--- config.mk ---
export PLATFORM = sky130hd
export DESIGN_NAME = drpf_framer
export DESIGN_NICKNAME = d
export VERILOG_FILES = /design/src/inc/drpf_pkg.sv /design/src/design/drpf_skid.sv /design/src/design/drpf_ahb.sv /design/src/design/drpf_framer.sv
export VERILOG_INCLUDE_DIRS = /design/src /design/src/inc
export SDC_FILE = /design/constraint.sdc
export NUM_CORES = 1
export LEC_CHECK = 0
export BUFFER_PORTS_ARGS = -buffer_cell sky130_fd_sc_hd__buf_2
export CAP_MARGIN = 20
export CORE_UTILIZATION = 58
export CTS_BUF_LIST = sky130_fd_sc_hd__clkbuf_4
export DETAILED_ROUTE_END_ITERATION = 8
export GPL_TIMING_DRIVEN = 1
export PLACE_DENSITY = 0.8
export RECOVER_POWER = 25
export REMOVE_ABC_BUFFERS = 1
export SYNTH_ARGS = -nofsm -noshare
export SYNTH_HDL_FRONTEND = slang
export SYNTH_SLANG_ARGS = --single-unit
--- constraint.sdc ---
create_clock -name hclk -period 17.68 [get_ports hclk]
set_input_delay 1.768 -clock hclk [delete_from_list [all_inputs] [get_ports hclk]]
set_output_delay 1.768 -clock hclk [all_outputs]
set_load 0.02 [all_outputs]
--- src/inc/drpf_cfg.svh ---
// constants of the daily redundant payload framer: register map, field codes, reset values
// assumes one 32-bit AHB-Lite slave port and a meter source on the same clock
`ifndef DRPF_CFG_SVH
`define DRPF_CFG_SVH

// register word offsets (byte addresses)
`define DRPF_OFF_CTRL 8'h00
`define DRPF_OFF_IVAL 8'h04
`define DRPF_OFF_STAT 8'h08
`define DRPF_OFF_FRMS 8'h0c
`define DRPF_OFF_MIDE 8'h10
`define DRPF_OFF_SEED 8'h14

// control register fields
`define DRPF_CTRL_EN 0
`define DRPF_CTRL_UNIT_LSB 4
`define DRPF_CTRL_VSC_LSB 8

// reset values
`define DRPF_RST_UNIT 4'h3
`define DRPF_RST_VSC 3'h3
`define DRPF_RST_IVH 5'h01
`define DRPF_RST_IVM 11'h03c
`define DRPF_RST_LFSR 16'hace1

// unit selector codes above the plain Wh scales
`define DRPF_UNIT_MJ 4'h8
`define DRPF_UNIT_MCAL 4'ha
`define DRPF_UNIT_MAX 4'hc

// payload codes
`define DRPF_FMT_ID 8'h18
`define DRPF_DIF_CUR 8'h04
`define DRPF_DIF_STO 8'h44
`define DRPF_DIF_STO_ERR 8'h74
`define DRPF_VIF_EXT 8'hfb
`define DRPF_VIF_VOL 5'h02
`define DRPF_DIF_ID 8'h0c
`define DRPF_VIF_ID 8'h78
`define DRPF_VIF_INFO0 8'hfd
`define DRPF_VIF_INFO1 8'h17
`define DRPF_VIF_DATE 8'h6d

// timing: longest random uplink delay in minutes
`define DRPF_MAX_DLY_MIN 15

`endif

--- src/inc/drpf_pkg.sv ---
// types of the daily redundant payload framer
// assumes drpf_cfg.svh is compiled alongside
package drpf_pkg;

	typedef enum logic [2:0] {
		ST_IDLE = 3'b001,
		ST_WAIT = 3'b010,
		ST_SEND = 3'b100
	} drpf_state_e;

	typedef struct packed {
		drpf_state_e st;
		logic en;
		logic [3:0] unit;
		logic [2:0] vsc;
		logic [4:0] iv_hours;
		logic [10:0] iv_min;
		logic [15:0] lfsr;
		logic [3:0] dly;
		logic [5:0] idx;
		logic [3:0] f_unit;
		logic [2:0] f_vsc;
		logic [31:0] s_energy;
		logic [31:0] s_volume;
		logic [31:0] s_id;
		logic [31:0] s_info;
		logic [31:0] s_date;
		logic [31:0] s_mid;
		logic s_mid_ok;
		logic [31:0] mid_energy;
		logic mid_ok;
		logic [15:0] frames;
	} drpf_state_s;

endpackage

--- src/design/drpf_skid.sv ---
// two-entry buffer between the byte generator and the radio transmitter
// assumes both sides on hclk; a stall downstream backs up into the generator
`timescale 1ns/1ps
`default_nettype none

module drpf_skid #(
	parameter int W = 9
) (
	input wire logic hclk,
	input wire logic hresetn,
	input wire logic in_valid,
	output logic in_ready,
	input wire logic [W-1:0] in_data,
	output logic out_valid,
	input wire logic out_ready,
	output logic [W-1:0] out_data
);

	typedef struct packed {
		logic [1:0][W-1:0] mem;
		logic [1:0] cnt;
		logic rd;
		logic wr;
	} drpf_skid_s;

	drpf_skid_s q, d;
	logic push, pop;

	// ready only counts free entries, so a full buffer never drops a word
	assign in_ready = (q.cnt != 2'd2);
	assign out_valid = (q.cnt != 2'd0);
	assign out_data = q.mem[q.rd];
	assign push = in_valid && in_ready;
	assign pop = out_valid && out_ready;

	// next state of pointers and storage
	always_comb begin
		d = q;
		if (push) begin
			d.mem[q.wr] = in_data;
			d.wr = ~q.wr;
		end
		if (pop) begin
			d.rd = ~q.rd;
		end
		d.cnt = q.cnt + {1'b0, push} - {1'b0, pop};
	end

	always_ff @(posedge hclk or negedge hresetn) begin
		if (!hresetn) begin
			q <= '0;
		end else begin
			q <= d;
		end
	end

endmodule

`default_nettype wire

--- src/design/drpf_ahb.sv ---
// AHB-Lite slave front end: zero wait states, always OKAY
// assumes the owner supplies the read word for the address-phase index
`timescale 1ns/1ps
`default_nettype none

module drpf_ahb (
	input wire logic hclk,
	input wire logic hresetn,
	input wire logic hsel,
	input wire logic [31:0] haddr,
	input wire logic [1:0] htrans,
	input wire logic hwrite,
	input wire logic [2:0] hsize,
	input wire logic hready,
	input wire logic [31:0] hwdata,
	input wire logic [31:0] rd_word,
	output logic [7:0] rd_addr,
	output logic hreadyout,
	output logic hresp,
	output logic [31:0] hrdata,
	output logic wr_en,
	output logic [7:0] wr_addr,
	output logic [31:0] wr_data
);

	typedef struct packed {
		logic wr_pend;
		logic [7:0] wr_addr;
		logic [31:0] rdata;
	} drpf_ahb_s;

	drpf_ahb_s q, d;
	logic take;

	// only whole-word transfers exist on this port; hsize is not decoded
	assign take = hsel && htrans[1] && hready;
	assign rd_addr = {haddr[7:2], 2'b00};
	assign hreadyout = 1'b1;
	assign hresp = 1'b0;
	assign hrdata = q.rdata;
	assign wr_en = q.wr_pend;
	assign wr_addr = q.wr_addr;
	assign wr_data = hwdata;

	// read data is sampled in the address phase; high address bits alias
	always_comb begin
		d = q;
		d.wr_pend = take && hwrite;
		if (take) begin
			d.wr_addr = rd_addr;
			d.rdata = hwrite ? 32'h0000_0000 : rd_word;
		end
	end

	always_ff @(posedge hclk or negedge hresetn) begin
		if (!hresetn) begin
			q <= '0;
		end else begin
			q <= d;
		end
	end

endmodule

`default_nettype wire

--- src/design/drpf_framer.sv ---
// daily redundant payload framer: schedules, snapshots and serialises format 0x18
// assumes meter inputs and hour/minute ticks come from logic on hclk
//
// Design decisions made here: the AHB-Lite interface to the registers and the placing of the registers.
`timescale 1ns/1ps
`default_nettype none
`include "drpf_cfg.svh"

module drpf_framer (
	input wire logic hclk,
	input wire logic hresetn,
	input wire logic hsel,
	input wire logic [31:0] haddr,
	input wire logic [1:0] htrans,
	input wire logic hwrite,
	input wire logic [2:0] hsize,
	input wire logic hready,
	input wire logic [31:0] hwdata,
	output logic hreadyout,
	output logic hresp,
	output logic [31:0] hrdata,
	input wire logic [31:0] heat_energy_total,
	input wire logic [31:0] meter_volume,
	input wire logic [31:0] meter_ident,
	input wire logic [31:0] meter_info,
	input wire logic [6:0] meter_year,
	input wire logic [3:0] meter_month,
	input wire logic [4:0] meter_day,
	input wire logic [4:0] meter_hour,
	input wire logic [5:0] meter_minute,
	input wire logic meter_dst,
	input wire logic meter_time_ok,
	input wire logic hour_tick,
	input wire logic minute_tick,
	output logic tx_valid,
	input wire logic tx_ready,
	output logic [7:0] tx_data,
	output logic tx_last
);

	drpf_pkg::drpf_state_s q, d;
	logic [7:0] rd_addr, wr_addr;
	logic [31:0] rd_word, wr_data;
	logic wr_en;
	logic push, push_last, push_ready;
	logic [7:0] push_data;
	logic ext, due, midnight, take;
	logic [5:0] len_e, off_vol, off_id, off_info, off_dt, off_mid, last_idx;
	logic [7:0] vif_e, dif_mid;
	logic [55:0] fld_e, fld_mid, fld_info;
	logic [47:0] fld_vol, fld_id, fld_dt;
	logic [4:0] ivh_new;
	logic [31:0] date_word;

	// legal transmit intervals in minutes mapped to hours; zero means refused
	function automatic logic [4:0] ival_hours(input logic [10:0] m);
		case (m)
			11'd60: ival_hours = 5'd1;
			11'd120: ival_hours = 5'd2;
			11'd180: ival_hours = 5'd3;
			11'd240: ival_hours = 5'd4;
			11'd360: ival_hours = 5'd6;
			11'd480: ival_hours = 5'd8;
			11'd720: ival_hours = 5'd12;
			11'd1440: ival_hours = 5'd24;
			default: ival_hours = 5'd0;
		endcase
	endfunction

	// unit selector to value-information code
	function automatic logic [7:0] unit_vif(input logic [3:0] u);
		case (u)
			4'h8: unit_vif = 8'h0e;
			4'h9: unit_vif = 8'h0f;
			4'ha: unit_vif = 8'h0d;
			4'hb: unit_vif = 8'h0e;
			4'hc: unit_vif = 8'h0f;
			default: unit_vif = {5'h00, u[2:0]};
		endcase
	endfunction

	drpf_ahb u_ahb (
		.hclk(hclk),
		.hresetn(hresetn),
		.hsel(hsel),
		.haddr(haddr),
		.htrans(htrans),
		.hwrite(hwrite),
		.hsize(hsize),
		.hready(hready),
		.hwdata(hwdata),
		.rd_word(rd_word),
		.rd_addr(rd_addr),
		.hreadyout(hreadyout),
		.hresp(hresp),
		.hrdata(hrdata),
		.wr_en(wr_en),
		.wr_addr(wr_addr),
		.wr_data(wr_data)
	);

	drpf_skid #(
		.W(9)
	) u_skid (
		.hclk(hclk),
		.hresetn(hresetn),
		.in_valid(push),
		.in_ready(push_ready),
		.in_data({push_last, push_data}),
		.out_valid(tx_valid),
		.out_ready(tx_ready),
		.out_data({tx_last, tx_data})
	);

	// register read mux; unmapped words read zero
	always_comb begin
		case (rd_addr)
			`DRPF_OFF_CTRL: rd_word = {21'h0, q.vsc, q.unit, 3'h0, q.en};
			`DRPF_OFF_IVAL: rd_word = {21'h0, q.iv_min};
			`DRPF_OFF_STAT: rd_word = {29'h0, q.st == drpf_pkg::ST_SEND,
				q.st == drpf_pkg::ST_WAIT, q.mid_ok};
			`DRPF_OFF_FRMS: rd_word = {16'h0, q.frames};
			`DRPF_OFF_MIDE: rd_word = q.mid_energy;
			`DRPF_OFF_SEED: rd_word = {16'h0, q.lfsr};
			default: rd_word = 32'h0000_0000;
		endcase
	end

	// packed date/time word: year split high/low, dst, error, reserved zero
	assign date_word = {meter_year[6:3], meter_month, meter_year[2:0], meter_day,
		meter_dst, 2'b00, meter_hour,
		~meter_time_ok, 1'b0, meter_minute};

	// scheduling terms: readout on the hour, midnight is hour zero
	assign midnight = hour_tick && (meter_hour == 5'd0);
	assign due = (q.iv_hours != 5'd0) && ((meter_hour % q.iv_hours) == 5'd0);
	assign take = hour_tick && due && q.en && (q.st == drpf_pkg::ST_IDLE);
	// a write with any bit above the minute field set is refused, not aliased
	assign ivh_new = (wr_data[31:11] == 21'h0) ? ival_hours(wr_data[10:0]) : 5'd0;

	// field images, byte 0 in the low bits so values go out low byte first
	assign ext = (q.f_unit >= `DRPF_UNIT_MCAL);
	assign vif_e = unit_vif(q.f_unit);
	assign dif_mid = q.s_mid_ok ? `DRPF_DIF_STO : `DRPF_DIF_STO_ERR;
	assign fld_e = ext ? {q.s_energy, vif_e, `DRPF_VIF_EXT, `DRPF_DIF_CUR}
		: {8'h00, q.s_energy, vif_e, `DRPF_DIF_CUR};
	assign fld_mid = ext ? {q.s_mid, vif_e, `DRPF_VIF_EXT, dif_mid}
		: {8'h00, q.s_mid, vif_e, dif_mid};
	assign fld_vol = {q.s_volume, `DRPF_VIF_VOL, q.f_vsc, `DRPF_DIF_CUR};
	assign fld_id = {q.s_id, `DRPF_VIF_ID, `DRPF_DIF_ID};
	assign fld_info = {q.s_info, `DRPF_VIF_INFO1, `DRPF_VIF_INFO0, `DRPF_DIF_CUR};
	assign fld_dt = {q.s_date, `DRPF_VIF_DATE, `DRPF_DIF_CUR};

	// field start offsets follow the fixed order
	assign len_e = ext ? 6'd7 : 6'd6;
	assign off_vol = 6'd1 + len_e;
	assign off_id = off_vol + 6'd6;
	assign off_info = off_id + 6'd6;
	assign off_dt = off_info + 6'd7;
	assign off_mid = off_dt + 6'd6;
	assign last_idx = off_mid + len_e - 6'd1;

	// byte generator feeding the buffer; stalls while the buffer is full
	always_comb begin
		logic [5:0] k;
		k = 6'd0;
		push = (q.st == drpf_pkg::ST_SEND);
		push_last = (q.idx == last_idx);
		if (q.idx == 6'd0) begin
			push_data = `DRPF_FMT_ID;
		end else if (q.idx < off_vol) begin
			k = q.idx - 6'd1;
			push_data = fld_e[{k[2:0], 3'b000} +: 8];
		end else if (q.idx < off_id) begin
			k = q.idx - off_vol;
			push_data = fld_vol[{k[2:0], 3'b000} +: 8];
		end else if (q.idx < off_info) begin
			k = q.idx - off_id;
			push_data = fld_id[{k[2:0], 3'b000} +: 8];
		end else if (q.idx < off_dt) begin
			k = q.idx - off_info;
			push_data = fld_info[{k[2:0], 3'b000} +: 8];
		end else if (q.idx < off_mid) begin
			k = q.idx - off_dt;
			push_data = fld_dt[{k[2:0], 3'b000} +: 8];
		end else begin
			k = q.idx - off_mid;
			push_data = fld_mid[{k[2:0], 3'b000} +: 8];
		end
	end

	// next state: registers, midnight latch, schedule and serialiser
	always_comb begin
		d = q;
		d.lfsr = {q.lfsr[14:0], q.lfsr[15] ^ q.lfsr[13] ^ q.lfsr[12] ^ q.lfsr[10]};
		if (wr_en) begin
			case (wr_addr)
				`DRPF_OFF_CTRL: begin
					d.en = wr_data[`DRPF_CTRL_EN];
					// unknown unit or volume codes keep the old setting
					if (wr_data[`DRPF_CTRL_UNIT_LSB +: 4] <= `DRPF_UNIT_MAX) begin
						d.unit = wr_data[`DRPF_CTRL_UNIT_LSB +: 4];
					end
					if (wr_data[`DRPF_CTRL_VSC_LSB +: 3] != 3'd0) begin
						d.vsc = wr_data[`DRPF_CTRL_VSC_LSB +: 3];
					end
				end
				`DRPF_OFF_IVAL: begin
					if (ivh_new != 5'd0) begin
						d.iv_hours = ivh_new;
						d.iv_min = wr_data[10:0];
					end
				end
				`DRPF_OFF_SEED: begin
					// an all-zero seed would lock the generator
					if (wr_data[15:0] != 16'h0000) begin
						d.lfsr = wr_data[15:0];
					end
				end
				default: begin
				end
			endcase
		end
		// latched once per day and held until the next midnight
		if (midnight) begin
			d.mid_energy = heat_energy_total;
			d.mid_ok = 1'b1;
		end
		case (q.st)
			drpf_pkg::ST_IDLE: begin
				if (take) begin
					d.s_energy = heat_energy_total;
					d.s_volume = meter_volume;
					d.s_id = meter_ident;
					d.s_info = meter_info;
					d.s_date = date_word;
					d.s_mid = midnight ? heat_energy_total : q.mid_energy;
					d.s_mid_ok = midnight || q.mid_ok;
					d.f_unit = q.unit;
					d.f_vsc = q.vsc;
					d.dly = q.lfsr[3:0];
					d.st = drpf_pkg::ST_WAIT;
				end
			end
			drpf_pkg::ST_WAIT: begin
				if (q.dly == 4'd0) begin
					d.idx = 6'd0;
					d.st = drpf_pkg::ST_SEND;
				end else if (minute_tick) begin
					d.dly = q.dly - 4'd1;
				end
			end
			drpf_pkg::ST_SEND: begin
				if (push_ready) begin
					d.idx = q.idx + 6'd1;
					if (push_last) begin
						d.frames = q.frames + 16'd1;
						d.st = drpf_pkg::ST_IDLE;
					end
				end
			end
			default: begin
				d.st = drpf_pkg::ST_IDLE;
			end
		endcase
	end

	always_ff @(posedge hclk or negedge hresetn) begin
		if (!hresetn) begin
			q <= '0;
			q.st <= drpf_pkg::ST_IDLE;
			q.unit <= `DRPF_RST_UNIT;
			q.vsc <= `DRPF_RST_VSC;
			q.iv_hours <= `DRPF_RST_IVH;
			q.iv_min <= `DRPF_RST_IVM;
			q.lfsr <= `DRPF_RST_LFSR;
		end else begin
			q <= d;
		end
	end

	// checks next to the logic they guard
	logic pushed;
	assign pushed = push && push_ready;

	a_fmt_first: assert property (@(posedge hclk) disable iff (!hresetn)
		pushed && q.idx == 6'd0 |-> push_data == 8'h18)
		else $error("first payload byte is not the format identifier");

	a_mid_hold: assert property (@(posedge hclk) disable iff (!hresetn)
		!(hour_tick && meter_hour == 5'd0) |=> $stable(q.mid_energy))
		else $error("midnight value changed outside midnight");

	a_ival_legal: assert property (@(posedge hclk) disable iff (!hresetn)
		wr_en && wr_addr == 8'h04
		&& (wr_data[31:11] != 21'h0 || ival_hours(wr_data[10:0]) == 5'd0)
		|=> $stable(q.iv_min))
		else $error("illegal transmit interval was accepted");

	a_date_pack: assert property (@(posedge hclk) disable iff (!hresetn)
		take |=> {q.s_date[31:28], q.s_date[23:21]} == $past(meter_year)
		&& q.s_date[12:8] == $past(meter_hour) && q.s_date[15] == $past(meter_dst))
		else $error("date word year, hour or dst misplaced");

	a_date_flags: assert property (@(posedge hclk) disable iff (!hresetn)
		take |=> q.s_date[7] == !$past(meter_time_ok) && q.s_date[6] == 1'b0)
		else $error("timestamp error or reserved bit wrong");

	a_mid_dif: assert property (@(posedge hclk) disable iff (!hresetn)
		pushed && q.idx == off_mid && !q.s_mid_ok |-> push_data == 8'h74)
		else $error("invalid midnight value not marked as error state");

	a_frame_len: assert property (@(posedge hclk) disable iff (!hresetn)
		pushed && push_last |-> q.idx == (ext ? 6'd39 : 6'd37))
		else $error("payload length does not match the field layout");

	a_lsb_first: assert property (@(posedge hclk) disable iff (!hresetn)
		pushed && q.idx == off_vol + 6'd2 |-> push_data == q.s_volume[7:0])
		else $error("volume value not sent low byte first");

	a_delay_end: assert property (@(posedge hclk) disable iff (!hresetn)
		q.st == drpf_pkg::ST_WAIT && q.dly == 4'd0 |=> q.st == drpf_pkg::ST_SEND)
		else $error("uplink delay overran");

	a_read_hour: assert property (@(posedge hclk) disable iff (!hresetn)
		$rose(q.st == drpf_pkg::ST_WAIT) |-> $past(hour_tick))
		else $error("readout started off the hour");

	c_ext_frame: cover property (@(posedge hclk) disable iff (!hresetn)
		pushed && push_last && ext);
	c_midnight: cover property (@(posedge hclk) disable iff (!hresetn)
		take && meter_hour == 5'd0);
	c_stall: cover property (@(posedge hclk) disable iff (!hresetn)
		push && !push_ready);

endmodule

`default_nettype wire

# After elaboration in Yosys (flattened, before gate mapping)

Index checks and enable logic that the tools add are counted.

Flip-flop bits (word level): 360
Bits of input ports: 234
Output and inout bits: 44
Logic and storage cells: 174

Add/sub/neg operators: 18
Div/mod/pow operators: 1
$lt $le $gt $ge: 10
Equal/unequal tests: 31
Shift-type cells: 6
Muxes and demuxes: 36
Bitwise gates (word level): 6
Reduce and logical (&&, ||, !) cells: 37

Operators with widths:

| operator                | count |
|---|---|
| $pmux W32 S6            | 1 |
| $shiftx A56 B7 Y8       | 3 |
| $shiftx A48 B7 Y8       | 3 |
| $mux W56                | 2 |
| $mux W32                | 2 |
| $mux W16                | 3 |
| $mux W8                 | 6 |
| $pmux W5 S8             | 1 |
| $mux W9                 | 3 |
| $eq A11 B8 Y1 const B   | 2 |
| $eq A11 B9 Y1 const B   | 2 |
| $logic_not A21 Y1       | 1 |
| $eq A4 B4 Y1 const B    | 5 |
| $bwmux W18              | 1 |
| $eq A6 B3 Y1 const B    | 3 |
| $lt A6 B6 Y1            | 3 |
| $mux W6                 | 3 |
| $add A16 B1 Y16 const B | 1 |
| $logic_not A8 Y1        | 2 |
| $reduce_bool A16 Y1     | 1 |
| $reduce_and A3 Y1       | 5 |
| $sub A3 B3 Y3           | 5 |
| $add A6 B3 Y6 const B   | 2 |
| $eq A6 B1 Y1 const B    | 2 |
| 50 further kinds        | 83 |

# Logic depth before layout (Yosys ltp)

Gate-level depths: netlist of the first run.

Depth after elaboration: 16
Gate-level depth with buffers: 32
Mapped depth without buffers: 29

# Modules after synthesis

From an unflattened synthesis of the first run, not the netlist that was laid out.

Cells, all modules: 1761
Area, all modules: 20357.0 um^2

By module, submodules not included:

| module      | instances | cells an instance | area an instance (um^2) | sequential area each (um^2) |
|---|---|---|---|---|
| drpf_framer | 1         | 1532              | 17254.0                 | 7504.7 |
| drpf_ahb    | 1         | 164               | 2039.5                  | 975.9 |
| drpf_skid   | 1         | 65                | 1063.5                  | 550.5 |

# Worst setup path before layout of the first run

OpenSTA, ideal clock, no wires.

Kind: input to register
Start: input meter_hour[4]
End: register q[247] (netlist bit)
Setup time: 0.065 ns
Data arrival time: 7.219 ns
Data required time: 17.615 ns
Slack: 10.396 ns
Stages: 29
Buffers on the path: 3
Cell sequence: ha_1 -> a21oi_1 -> a21oi_1 -> ha_1 -> o21ai_0 -> nor3b_1 -> a311oi_1 -> nor3_1 -> ha_1 -> or2_2 -> o311a_2 -> o41ai_1 -> ha_1 -> nor2_1 -> nor2_1 -> o31a_1 -> mux2_4 -> ha_1 -> a21oi_1 -> o21ai_0 -> a21oi_1 -> o21ba_2 -> or4b_1 -> o41ai_1 -> buf_2 -> buf_4 -> buf_4 -> nand2_1 -> nand2_1

Longest elaborated chain between the ends: 7

RTL lines:

| item                             | line               | RTL |
|---|---|---|
| start: declaration               | drpf_framer.sv:29  | `input wire logic [4:0] meter_hour,` |
| $mod A5 B5 Y5                    | drpf_framer.sv:136 | `assign due = (q.iv_hours != 5'd0) && ((meter_hour % q.iv_hours) == 5'd0);` |
| $logic_not A5 Y1                 | drpf_framer.sv:136 |  |
| $logic_and A1 B1 Y1              | drpf_framer.sv:136 |  |
| $logic_and A1 B1 Y1 (3 in a row) | drpf_framer.sv:137 | `assign take = hour_tick && due && q.en && (q.st == drpf_pkg::ST_IDLE);` |
| $reduce_and A2 Y1 (no line)      | -                  |  |
| end: declaration                 | drpf_framer.sv:41  | `drpf_pkg::drpf_state_s q, d;` |

Every way passes these cells.
A chain may end at the register's enable or synchronous reset.

# Final worst setup path of the first run

Start: input meter_hour[4]
End: register q (netlist bit fld_id[33])

Same word-level chain as after synthesis.

==> impl_metrics.csv, run 1 <==
group,metric,value,unit
drt,wl_per_cell,18.0,um
final_layout,final_layout_size_suffix_gt1_frac,0.210,
power_and_ir_drop,power.leakage,10.8,nW
timing,clock_skew,0.0549,ns
run,cap_viol_max_count,4,
critical_path,startpoint_type,"input port",
timing,hold_viol,0,
timing,worst_pin_slew,6.09,ns
critical_path,cp_slowest_cell,"buf_4",
die,die_h,181,um
die,die_w,181,um
die,initial_utilization,0.590,
global_route,grt_pass1_wl,82300,um
timing,fmax,0.118,GHz
placed_design,place_inst,2656,
drt,ant_nets,0,
critical_path,path_max_fanout,94,
die,rows,65,
die,ios,278,
power_and_ir_drop,sw_frac_of_total,0.365,
yosys,synth_warnings,0,
critical_path,cp.arrival,9.15,ns
clock_network,cts.path.max_buffers,3,
power_and_ir_drop,p_switching,1.02,mW
outcome,outcome,"complete, but fails checks",
yosys,synth_top_area_frac,0.459,
clock_network,tritoncts,"yes",
timing,final_max_slew_viol_count,245,
final_layout,multi_input_area,0.00895,sq mm
final_layout,stdcell_count,2826,
placed_design,hpwl,35600,um
die,core_area,0.0316,sq mm
clock_network,cts_root_buf,"clkbuf_4",
critical_path,required,18.34,ns
yosys,ys_ff_latch,360,
power_and_ir_drop,pwr-share-seq,0.465,
placed_design,placed_cell_area,0.0200,sq mm
clock_network,postCtsResizedCells,0,
final_layout,syn_to_final_growth,13.7,%
worst_hold_path,hold_class,"flip-flop to flip-flop",
critical_path,crit_path_frequent_cell,"ha_1",
yosys,ys.flop_type,"dfrtp_1",
outcome,violations,"capacitance limit, slew limit",
clock_network,clock_sinks,360,
die,dieArea,0.0329,sq mm
timing,slew_headroom,-3.06,
critical_path,path_class,"input port to flip-flop",
power_and_ir_drop,peakVddDrop,0.0614,mV
clock_network,path_clk_slew,0.06,ns
yosys,async_flop_share,1.00,
yosys,synthCells,2113,
yosys,synth_edf_count,0,
yosys,synth_top_area_cell,"dfrtp_1",
power_and_ir_drop,p_int,1.77,mW
final_layout,register_area,0.00903,sq mm
placed_design,port_buffers,245,
placed_design,gp_congestion,0.956,
final_layout,layout.nets,2622,
yosys,synth.distinct_cells,76,
timing,period_minus_slack,8.49,ns
timing,setup_viol,0,
final_layout,fin_area,0.0212,sq mm
clock_network,cts_buffers,94,
timing,rsz0062_at_grt,"false",
yosys,synth.area.top_cells,"dfrtp_1 (46%), nand2_1 (13%), mux2_2 (5.0%)",
timing,finalCritPeriodShare,0.480,
drt,drtPass1Iterations,5,
global_route,grt_usage,0.314,
global_route,first_global_vias,16000,
yosys,ys_seq_area_frac,0.484,
drt,dr.first_iter.drc_count,1290,
final_layout,nFillCells,2537,
drt,vias_per_cell,5.84,
global_route,grt_max_degree,176,
drt,via_count,16500,
yosys,syn_area,0.0187,sq mm
drt,drc,0,
clock_network,post_cts_buffers,0,
global_route,overflow,0,
clock_network,holdBufCountCts,0,
clock_network,clock_latency,0.77,ns
critical_path,cp-end-kind,"flip-flop",
yosys,avgSynthCellArea,8.83,sq um
global_route,antenna_found_initial,5,
power_and_ir_drop,clkPwrFrac,0.256,
drt,wl,50900,um
power_and_ir_drop,p_comb_frac,0.279,
critical_path,max_stage_delay,0.75,ns
critical_path,reg2reg_slack,9.66,ns
clock_network,htree_levels,3,
power_and_ir_drop,power.density,131,mW/mm^2
==> worst max-delay path: cells and delay by family <==
family	cells	cell delay [ns]
AOI/OAI and AO/OA	12	2.33
adders and majority gates	5	1.45
buffers and inverters	4	1.96
muxes	1	0.34
and+or+nand+nor	8	1.26
==> state kept, by name, summed over array words and instances, names as in the netlist <==
register / cells
u_ahb.wr_en: 1
q: 171
u_skid.q: 22
fld_id: 32
fld_dt: 29
fld_vol: 35
u_ahb.wr_addr: 6
u_ahb.hrdata: 32
fld_info: 32
==> per-layer routing <==
metal  GRT usage  part of all wire  vias to the layer above
met1       0.433              0.43                     7970
met2       0.488              0.46                      676
met4       0.130             0.037                        4
met5           0           0.00045                        -
li1            -                 -                     7730
met3      0.0597             0.073                      129
==> worst paths after layout <==
path                          startpoint               end  depth (start not counted)
min in group asynchronous        hresetn  u_ahb.hrdata[23]                          1
min reg2reg                   fld_id[35]        fld_id[35]                          2
min                           fld_id[35]        fld_id[35]                          2
max reg2reg                       q[290]        fld_id[33]                         30
max                        meter_hour[4]        fld_id[33]                         30
max in group asynchronous        hresetn        fld_id[41]                          1
==> power by group through the flow <==
| stage | registers, mW | clock network (mW) | logic [mW] |
|---|---|---|---|
| after floorplan | 1.22 | 0 | 0.559 |
| after global placement | 1.28 | 0 | 0.743 |
| after detailed placement | 1.30 | 0 | 0.770 |
| after CTS | 1.28 | 0.724 | 0.773 |
| after global routing | 1.32 | 0.770 | 0.876 |
| final | 1.29 | 0.713 | 0.777 |
==> cell type report <==
type / count / area share
well taps: 402 / 0.0237
repair buffers: 268 / 0.0664
inverters: 36 / 0.00637
clock inverters: 26 / 0.00602
diodes: 5 / 0.000590
clock buffers: 138 / 0.0488
flip-flops and latches: 360 / 0.426
multi-input cells: 1591 / 0.422
==> logic make-up (layout without fill, tap and decap cells) <==
| kind of cell | Yosys count | after routing | share of synthesized area |
|---|---|---|---|
| mux | 139 | 139 | 0.0811 |
| fa+ha+maj | 37 | 37 | 0.0260 |
| other cells | 2 | 7 | 0.000403 |
| simple gates | 1021 | 1021 | 0.227 |
| buf+inv | 162 | 468 | 0.0378 |
| flops | 360 | 360 | 0.484 |
| compound gates | 348 | 348 | 0.123 |
| xor+xnor | 44 | 44 | 0.0207 |
==> synthesized netlist by cell type (all sizes together), types with 21 or more instances <==
library cell	instances
dfrtp	342
inv	34
o21ai	98
ha	34
clkbuf	74
mux2i	54
buf	52
xnor2	24
nand3	50
a21oi	64
a22o	22
nor3	21
mux2	84
a31oi	23
nand2	648
nor2	198
==> stage by stage <==
stage               setup TNS, ns  power (mW)  hold WS [ns]  setup slack, ns   util
floorplan                 -685.59        1.78         0.430            -4.60      -
global placement                0        2.03         0.444             8.65  0.634
detailed placement              0        2.07         0.449             8.46  0.634
CTS                             0        2.78         0.462             9.21  0.670
global route                    0        2.97         0.488             8.67  0.670
finish                          0        2.78         0.462             9.19  0.670
==> placed cells by master, fill, tap and decap left out, types with 22 or more instances in the layout <==
master	instances
nand2_1	648
dfrtp_1	342
buf_2	239
nor2_1	198
clkbuf_4	138
o21ai_0	96
a21oi_1	64
mux2_2	63
mux2i_1	54
nand3_1	50
ha_1	33
inv_1	32
xnor2_1	24
a31oi_1	23
a22o_1	22
Power figures use the tool's default switching activity.
==> inputs of run 2 (changes only) <==
ABC_AREA = 1   (was default)
clock period = 8.39 ns   (was 17.68 ns; I/O delays follow)
==> impl_metrics.csv, run 2 <==
group,metric,value,unit
clock_network,tritoncts,"yes",
clock_network,holdBufCountCts,0,
global_route,first_global_vias,16500,
critical_path,max_stage_delay,0.65,ns
critical_path,reg2reg_slack,1.52,ns
placed_design,port_buffers,245,
critical_path,path_class,"flip-flop to flip-flop",
yosys,synth_top_area_cell,"dfrtp_1",
die,die_w,183,um
drt,drtPass1Iterations,6,
final_layout,layout.nets,2923,
final_layout,syn_to_final_growth,13.5,%
critical_path,startpoint_type,"flip-flop",
global_route,grt_max_degree,175,
power_and_ir_drop,peakVddDrop,0.200,mV
final_layout,layout_common_cells,"nand2_1 (567), inv_1 (359), dfrtp_1 (342)",
clock_network,cts.path.max_buffers,3,
timing,worst_pin_slew,6.04,ns
yosys,synth_warnings,0,
yosys,synth.distinct_cells,57,
die,die_h,183,um
global_route,use_met2,0.505,
outcome,violations,"capacitance limit, slew limit",
drt,ant_nets,0,
yosys,synth_common_cells,"nand2_1 (567), inv_1 (359), dfrtp_1 (342)",
global_route,antenna_found_initial,3,
yosys,ys.flop_type,"dfrtp_1",
final_layout,largest_reg_flops,171,
yosys,synth_top_area_frac,0.449,
die,rows,66,
clock_network,post_cts_buffers,0,
worst_hold_path,hold_class,"input port to flip-flop",
global_route,met1_usage,0.437,
power_and_ir_drop,power.density,290,mW/mm^2
drt,wl_per_cell,17.0,um
final_layout,fin_area,0.0216,sq mm
final_layout,final_common_cell,"nand2_1",
die,core_area,0.0325,sq mm
global_route,busiest_layer,"met2",
drt,vias_per_cell,5.55,
clock_network,path_clk_slew,0.06,ns
critical_path,cp_slowest_cell,"nand3_4",
yosys,ys_seq_area_frac,0.474,
drt,via_count,17600,
yosys,avgSynthCellArea,7.96,sq um
drt,wl,53700,um
critical_path,ff2ff_path_depth,37,
clock_network,cts_root_buf,"clkbuf_4",
yosys,synth_edf_count,0,
yosys,syn_area,0.0191,sq mm
run,cap_viol_max_count,3,
global_route,grt_usage,0.320,
timing,finalCritPeriodShare,0.819,
timing,final_max_slew_viol_count,227,
clock_network,cts_buffers,94,
critical_path,crit_path_frequent_cell,"nand2_1",
outcome,outcome,"complete, but fails checks",
timing,setup_viol,0,
timing,tns,0,ns
critical_path,setup.worst_path.start,"q[286]",
timing,hold_viol,0,
critical_path,path_max_fanout,100,
clock_network,htree_levels,3,
die,initial_utilization,0.587,
timing,period_minus_slack,6.87,ns
critical_path,cp.arrival,7.49,ns
yosys,async_flop_share,1.00,
timing,whs,0.265,ns
final_layout,top_register,"q",
yosys,synthCells,2396,
placed_design,hpwl,38700,um
critical_path,critPathCapture,"fld_vol[19]",
placed_design,gp_congestion,0.921,
critical_path,reg2reg_to,"fld_vol[19]",
placed_design,placed_cell_area,0.0204,sq mm
yosys,synth.most_common_cell,"nand2_1",
yosys,synth.area.top_cells,"dfrtp_1 (45%), nand2_1 (11%), inv_1 (7.1%)",
yosys,ys_ff_latch,360,
timing,clock_skew,0.0454,ns
timing,rsz0062_at_grt,"false",
clock_network,clock_sinks,360,
power_and_ir_drop,power.leakage,11.4,nW
final_layout,final_util,0.667,
final_layout,final_layout_size_suffix_gt1_frac,0.192,
clock_network,clock_latency,0.79,ns
clock_network,postCtsResizedCells,0,
die,dieArea,0.0336,sq mm
drt,dr.first_iter.drc_count,1770,
die,ios,278,
timing,fmax,0.146,GHz
drt,drc,0,
global_route,grt_pass1_wl,84200,um
critical_path,required,9.01,ns
critical_path,cp-end-kind,"flip-flop",
timing,slew_headroom,-3.03,
critical_path,reg2reg_from,"q[286]",
global_route,overflow,0,
global_route,use_met3,0.0542,
## run 2: cell count changes after synthesis, moves of 28 or more
cell,before,now
o21ai_0,96,190
buf_6,1,31
nor2_1,198,150
a21oi_1,64,119
nand2_1,648,567
a21oi_2,0,34
o21ai_1,2,105
nand3_1,50,104
mux2i_1,54,0
inv_1,32,359
o22ai_1,15,43
mux2_2,83,1
## run 2: per-stage QoR
step                total power, mW  cells  setup WS, ns
CTS                            6.25   3163          1.58
global placement               4.57   2996          1.49
finish                         6.26   3170          1.52
global route                   6.66   3169         0.838
detailed placement             4.65   2996          1.35
floorplan                      3.90   2293         0.399
## run 2: power breakdown
part | total [mW] | internal (mW) | switching, mW | leakage (nW)
clock network | 1.58 | 0.859 | 0.726 | 0.757
logic | 2.18 | 0.730 | 1.45 | 6.25
registers | 2.50 | 2.20 | 0.296 | 4.42
total | 6.26 | 3.79 | 2.47 | 11.4
## run 2: critical path: cells and delay by family (launching register included)
family	cells	cell delay, ns
buffers and inverters	7	0.99
AOI/OAI and AO/OA	5	0.63
adders and majority gates	5	1.55
DFF	1	0.56
and+or+nand+nor	20	2.91
## run 2: kinds of logic (layout without fill, tap and decap cells)
group	Yosys count	after routing	synth area share
xor+xnor	31	31	0.0146
other cells	2	7	0.000394
simple gates	911	911	0.200
buf+inv	471	798	0.107
compound gates	583	583	0.179
flops	360	360	0.474
fa+ha+maj	37	37	0.0255
mux	1	1	0.000591
## run 2: final cells by class
class / count / area [sq um]
Fill cell: 2765 / 10800
Sequential cell: 360 / 9030
Multi-Input combinational cell: 1565 / 8010
Timing Repair Buffer: 263 / 1400
Inverter: 368 / 1380
Clock buffer: 155 / 1160
Tap cell: 442 / 553
Clock inverter: 12 / 82.6
Antenna cell: 5 / 12.5
## run 2: per-layer routing
metal  wire [um]  up-vias
li1            -     8366
met5           0        -
met3        4600      106
met1       22300     8308
met2       25000      798
met4        1780        0
## run 2: how the worst min path moves through the flow
stage | cells past startpoint | end | from | slack, ns
after CTS | 1 | fld_info[44] | hresetn | 0.13
after global routing | 2 | fld_dt[23] | meter_time_ok | 0.21
final | 2 | fld_dt[23] | meter_time_ok | 0.26
after global placement | 2 | q[281] | q[281] | 0.46
after floorplan | 2 | q[16] | q[16] | 0.44
after detailed placement | 2 | u_skid.q[8] | u_skid.q[8] | 0.47
==> inputs of run 3 (changes only) <==
CORE_UTILIZATION = 54   (was 58)
PLACE_DENSITY = 0.78   (was 0.8)
clock period = 6.3 ns   (was 8.39 ns; I/O delays follow)
==> impl_metrics.csv, run 3 (synthesis results as in run 2) <==
group,metric,value,unit
run,cap_viol_max_count,4,
placed_design,hpwl,40500,um
die,dieArea,0.0361,sq mm
critical_path,cp_slowest_cell,"dfstp_2",
critical_path,path_max_fanout,23,
critical_path,cp.arrival,6.48,ns
global_route,grt_pass1_wl,86600,um
final_layout,multi_input_area,0.00806,sq mm
placed_design,placed_cell_area,0.0206,sq mm
power_and_ir_drop,power.leakage,11.5,nW
critical_path,critPathTopFamily,"simple AND/OR/NAND/NOR gates",
timing,hold_viol,0,
final_layout,largest_reg_flops,171,
die,die_h,190,um
die,rows,68,
die,core_area,0.0346,sq mm
timing,worst_pin_slew,3.11,ns
critical_path,required,6.95,ns
final_layout,register_area,0.00903,sq mm
final_layout,nFillCells,3076,
global_route,grt_usage,0.307,
drt,wl_per_cell,17.2,um
global_route,first_global_vias,16900,
timing,period_minus_slack,5.82,ns
drt,wl,55100,um
clock_network,cts_root_buf,"clkbuf_4",
timing,rsz0062_at_grt,"false",
clock_network,cts.path.max_buffers,3,
final_layout,top_register,"q",
final_layout,final_layout_size_suffix_gt1_frac,0.197,
power_and_ir_drop,power.density,381,mW/mm^2
placed_design,port_buffers,245,
timing,fmax,0.172,GHz
drt,vias_per_cell,5.54,
final_layout,syn_to_final_growth,14.7,%
timing,slew_headroom,-1.08,
power_and_ir_drop,finalPower,8.34,mW
die,ios,278,
final_layout,layout_common_cells,"nand2_1 (566), inv_1 (358), dfrtp_1 (342)",
die,initial_utilization,0.551,
clock_network,tritoncts,"yes",
worst_hold_path,hold_class,"input port to flip-flop",
critical_path,path_buf_inv,8,
drt,ant_nets,0,
final_layout,final_common_cell,"nand2_1",
clock_network,path_clk_slew,0.07,ns
placed_design,place_inst,3031,
final_layout,stdcell_count,3201,
power_and_ir_drop,peakVddDrop,0.237,mV
drt,drtPass1Iterations,6,
global_route,grt_max_degree,131,
clock_network,htree_levels,3,
clock_network,clock_latency,0.79,ns
timing,final_max_slew_viol_count,221,
clock_network,cts_buffers,96,
die,die_w,190,um
outcome,outcome,"complete, but fails checks",
timing,setup_viol,0,
critical_path,max_stage_delay,0.58,ns
global_route,overflow,0,
clock_network,clock_sinks,360,
critical_path,cp-end-kind,"flip-flop",
timing,finalCritPeriodShare,0.924,
critical_path,crit_path_frequent_cell,"nand2_1",
timing,whs,0.0719,ns
critical_path,path_class,"flip-flop to flip-flop",
drt,via_count,17700,
timing,clock_skew,0.0422,ns
global_route,antenna_found_initial,1,
critical_path,startpoint_type,"flip-flop",
drt,drc,0,
final_layout,layout.nets,2949,
final_layout,fin_area,0.0219,sq mm
outcome,violations,"capacitance limit, slew limit",
placed_design,gp_congestion,0.965,
drt,dr.first_iter.drc_count,1722,
## run 3: cell types whose count changed in the layout (fill, tap and decap cells not counted), sizes merged
cell	delta
buf	+21
clkbuf	-9
clkinv	+9
diode	-4
dlygate4sd3	+2
inv	-1
## run 3: metrics by stage
step	TNS (ns)	utilization	setup WS, ns
CTS	0	0.630	0.249
detailed placement	0	0.595	0.138
finish	0	0.632	0.476
global placement	0	0.595	0.282
floorplan	-272.62	-	-1.48
global route	0	0.632	0.00886
## run 3: metal layers
layer / global-route usage / wire, um
met2: 0.484 / 25300
met5: 0 / 0
met4: 0.140 / 2010
met1: 0.414 / 23000
met3: 0.0529 / 4710
## run 3: final cells by class
cell class | count | share of cell area
flip-flops and latches | 360 | 0.413
well taps | 455 | 0.0260
clock inverters | 20 | 0.00480
repair buffers | 287 | 0.0746
inverters | 368 | 0.0631
diodes | 1 | 0.000114
multi-input cells | 1565 | 0.369
clock buffers | 145 | 0.0498
## run 3: power by group
group	leakage, nW	total (mW)	switching, mW	internal, mW
clock	0.721	2.05	0.967	1.08
combinational	6.38	2.97	1.95	1.02
sequential	4.42	3.32	0.392	2.93
total	11.5	8.34	3.31	5.03
## run 3: worst register-to-register path: cells and delay by family, from the launching register on
| family | cells | cell delay, ns |
|---|---|---|
| AOI/OAI and AO/OA | 6 | 0.72 |
| DFF | 1 | 0.58 |
| buffers and inverters | 8 | 0.81 |
| adders and majority gates | 5 | 1.54 |
| and+or+nand+nor | 20 | 2.07 |
## run 3: timing repair
action,4_1_cts,5_1_grt
hold buffers,2,0
gates resized for setup,0,16
setup endpoints to repair,0,192
setup buffers,0,1
endpoints found under the hold margin,78,0
## run 3: worst paths after layout
path | startpoint | to | slack, ns | cells after the start
min in group asynchronous | hresetn | fld_id[46] | 1.37 | 2
worst max-delay path | q[286] | fld_vol[8] | 0.48 | 39
worst min register to register | u_ahb.wr_addr[7] | u_ahb.wr_addr[7] | 0.48 | 2
max in group asynchronous | hresetn | fld_id[45] | 2.09 | 3
worst max register to register | q[286] | fld_vol[8] | 0.48 | 39
worst min-delay path | hwdata[12] | q[271] | 0.07 | 3
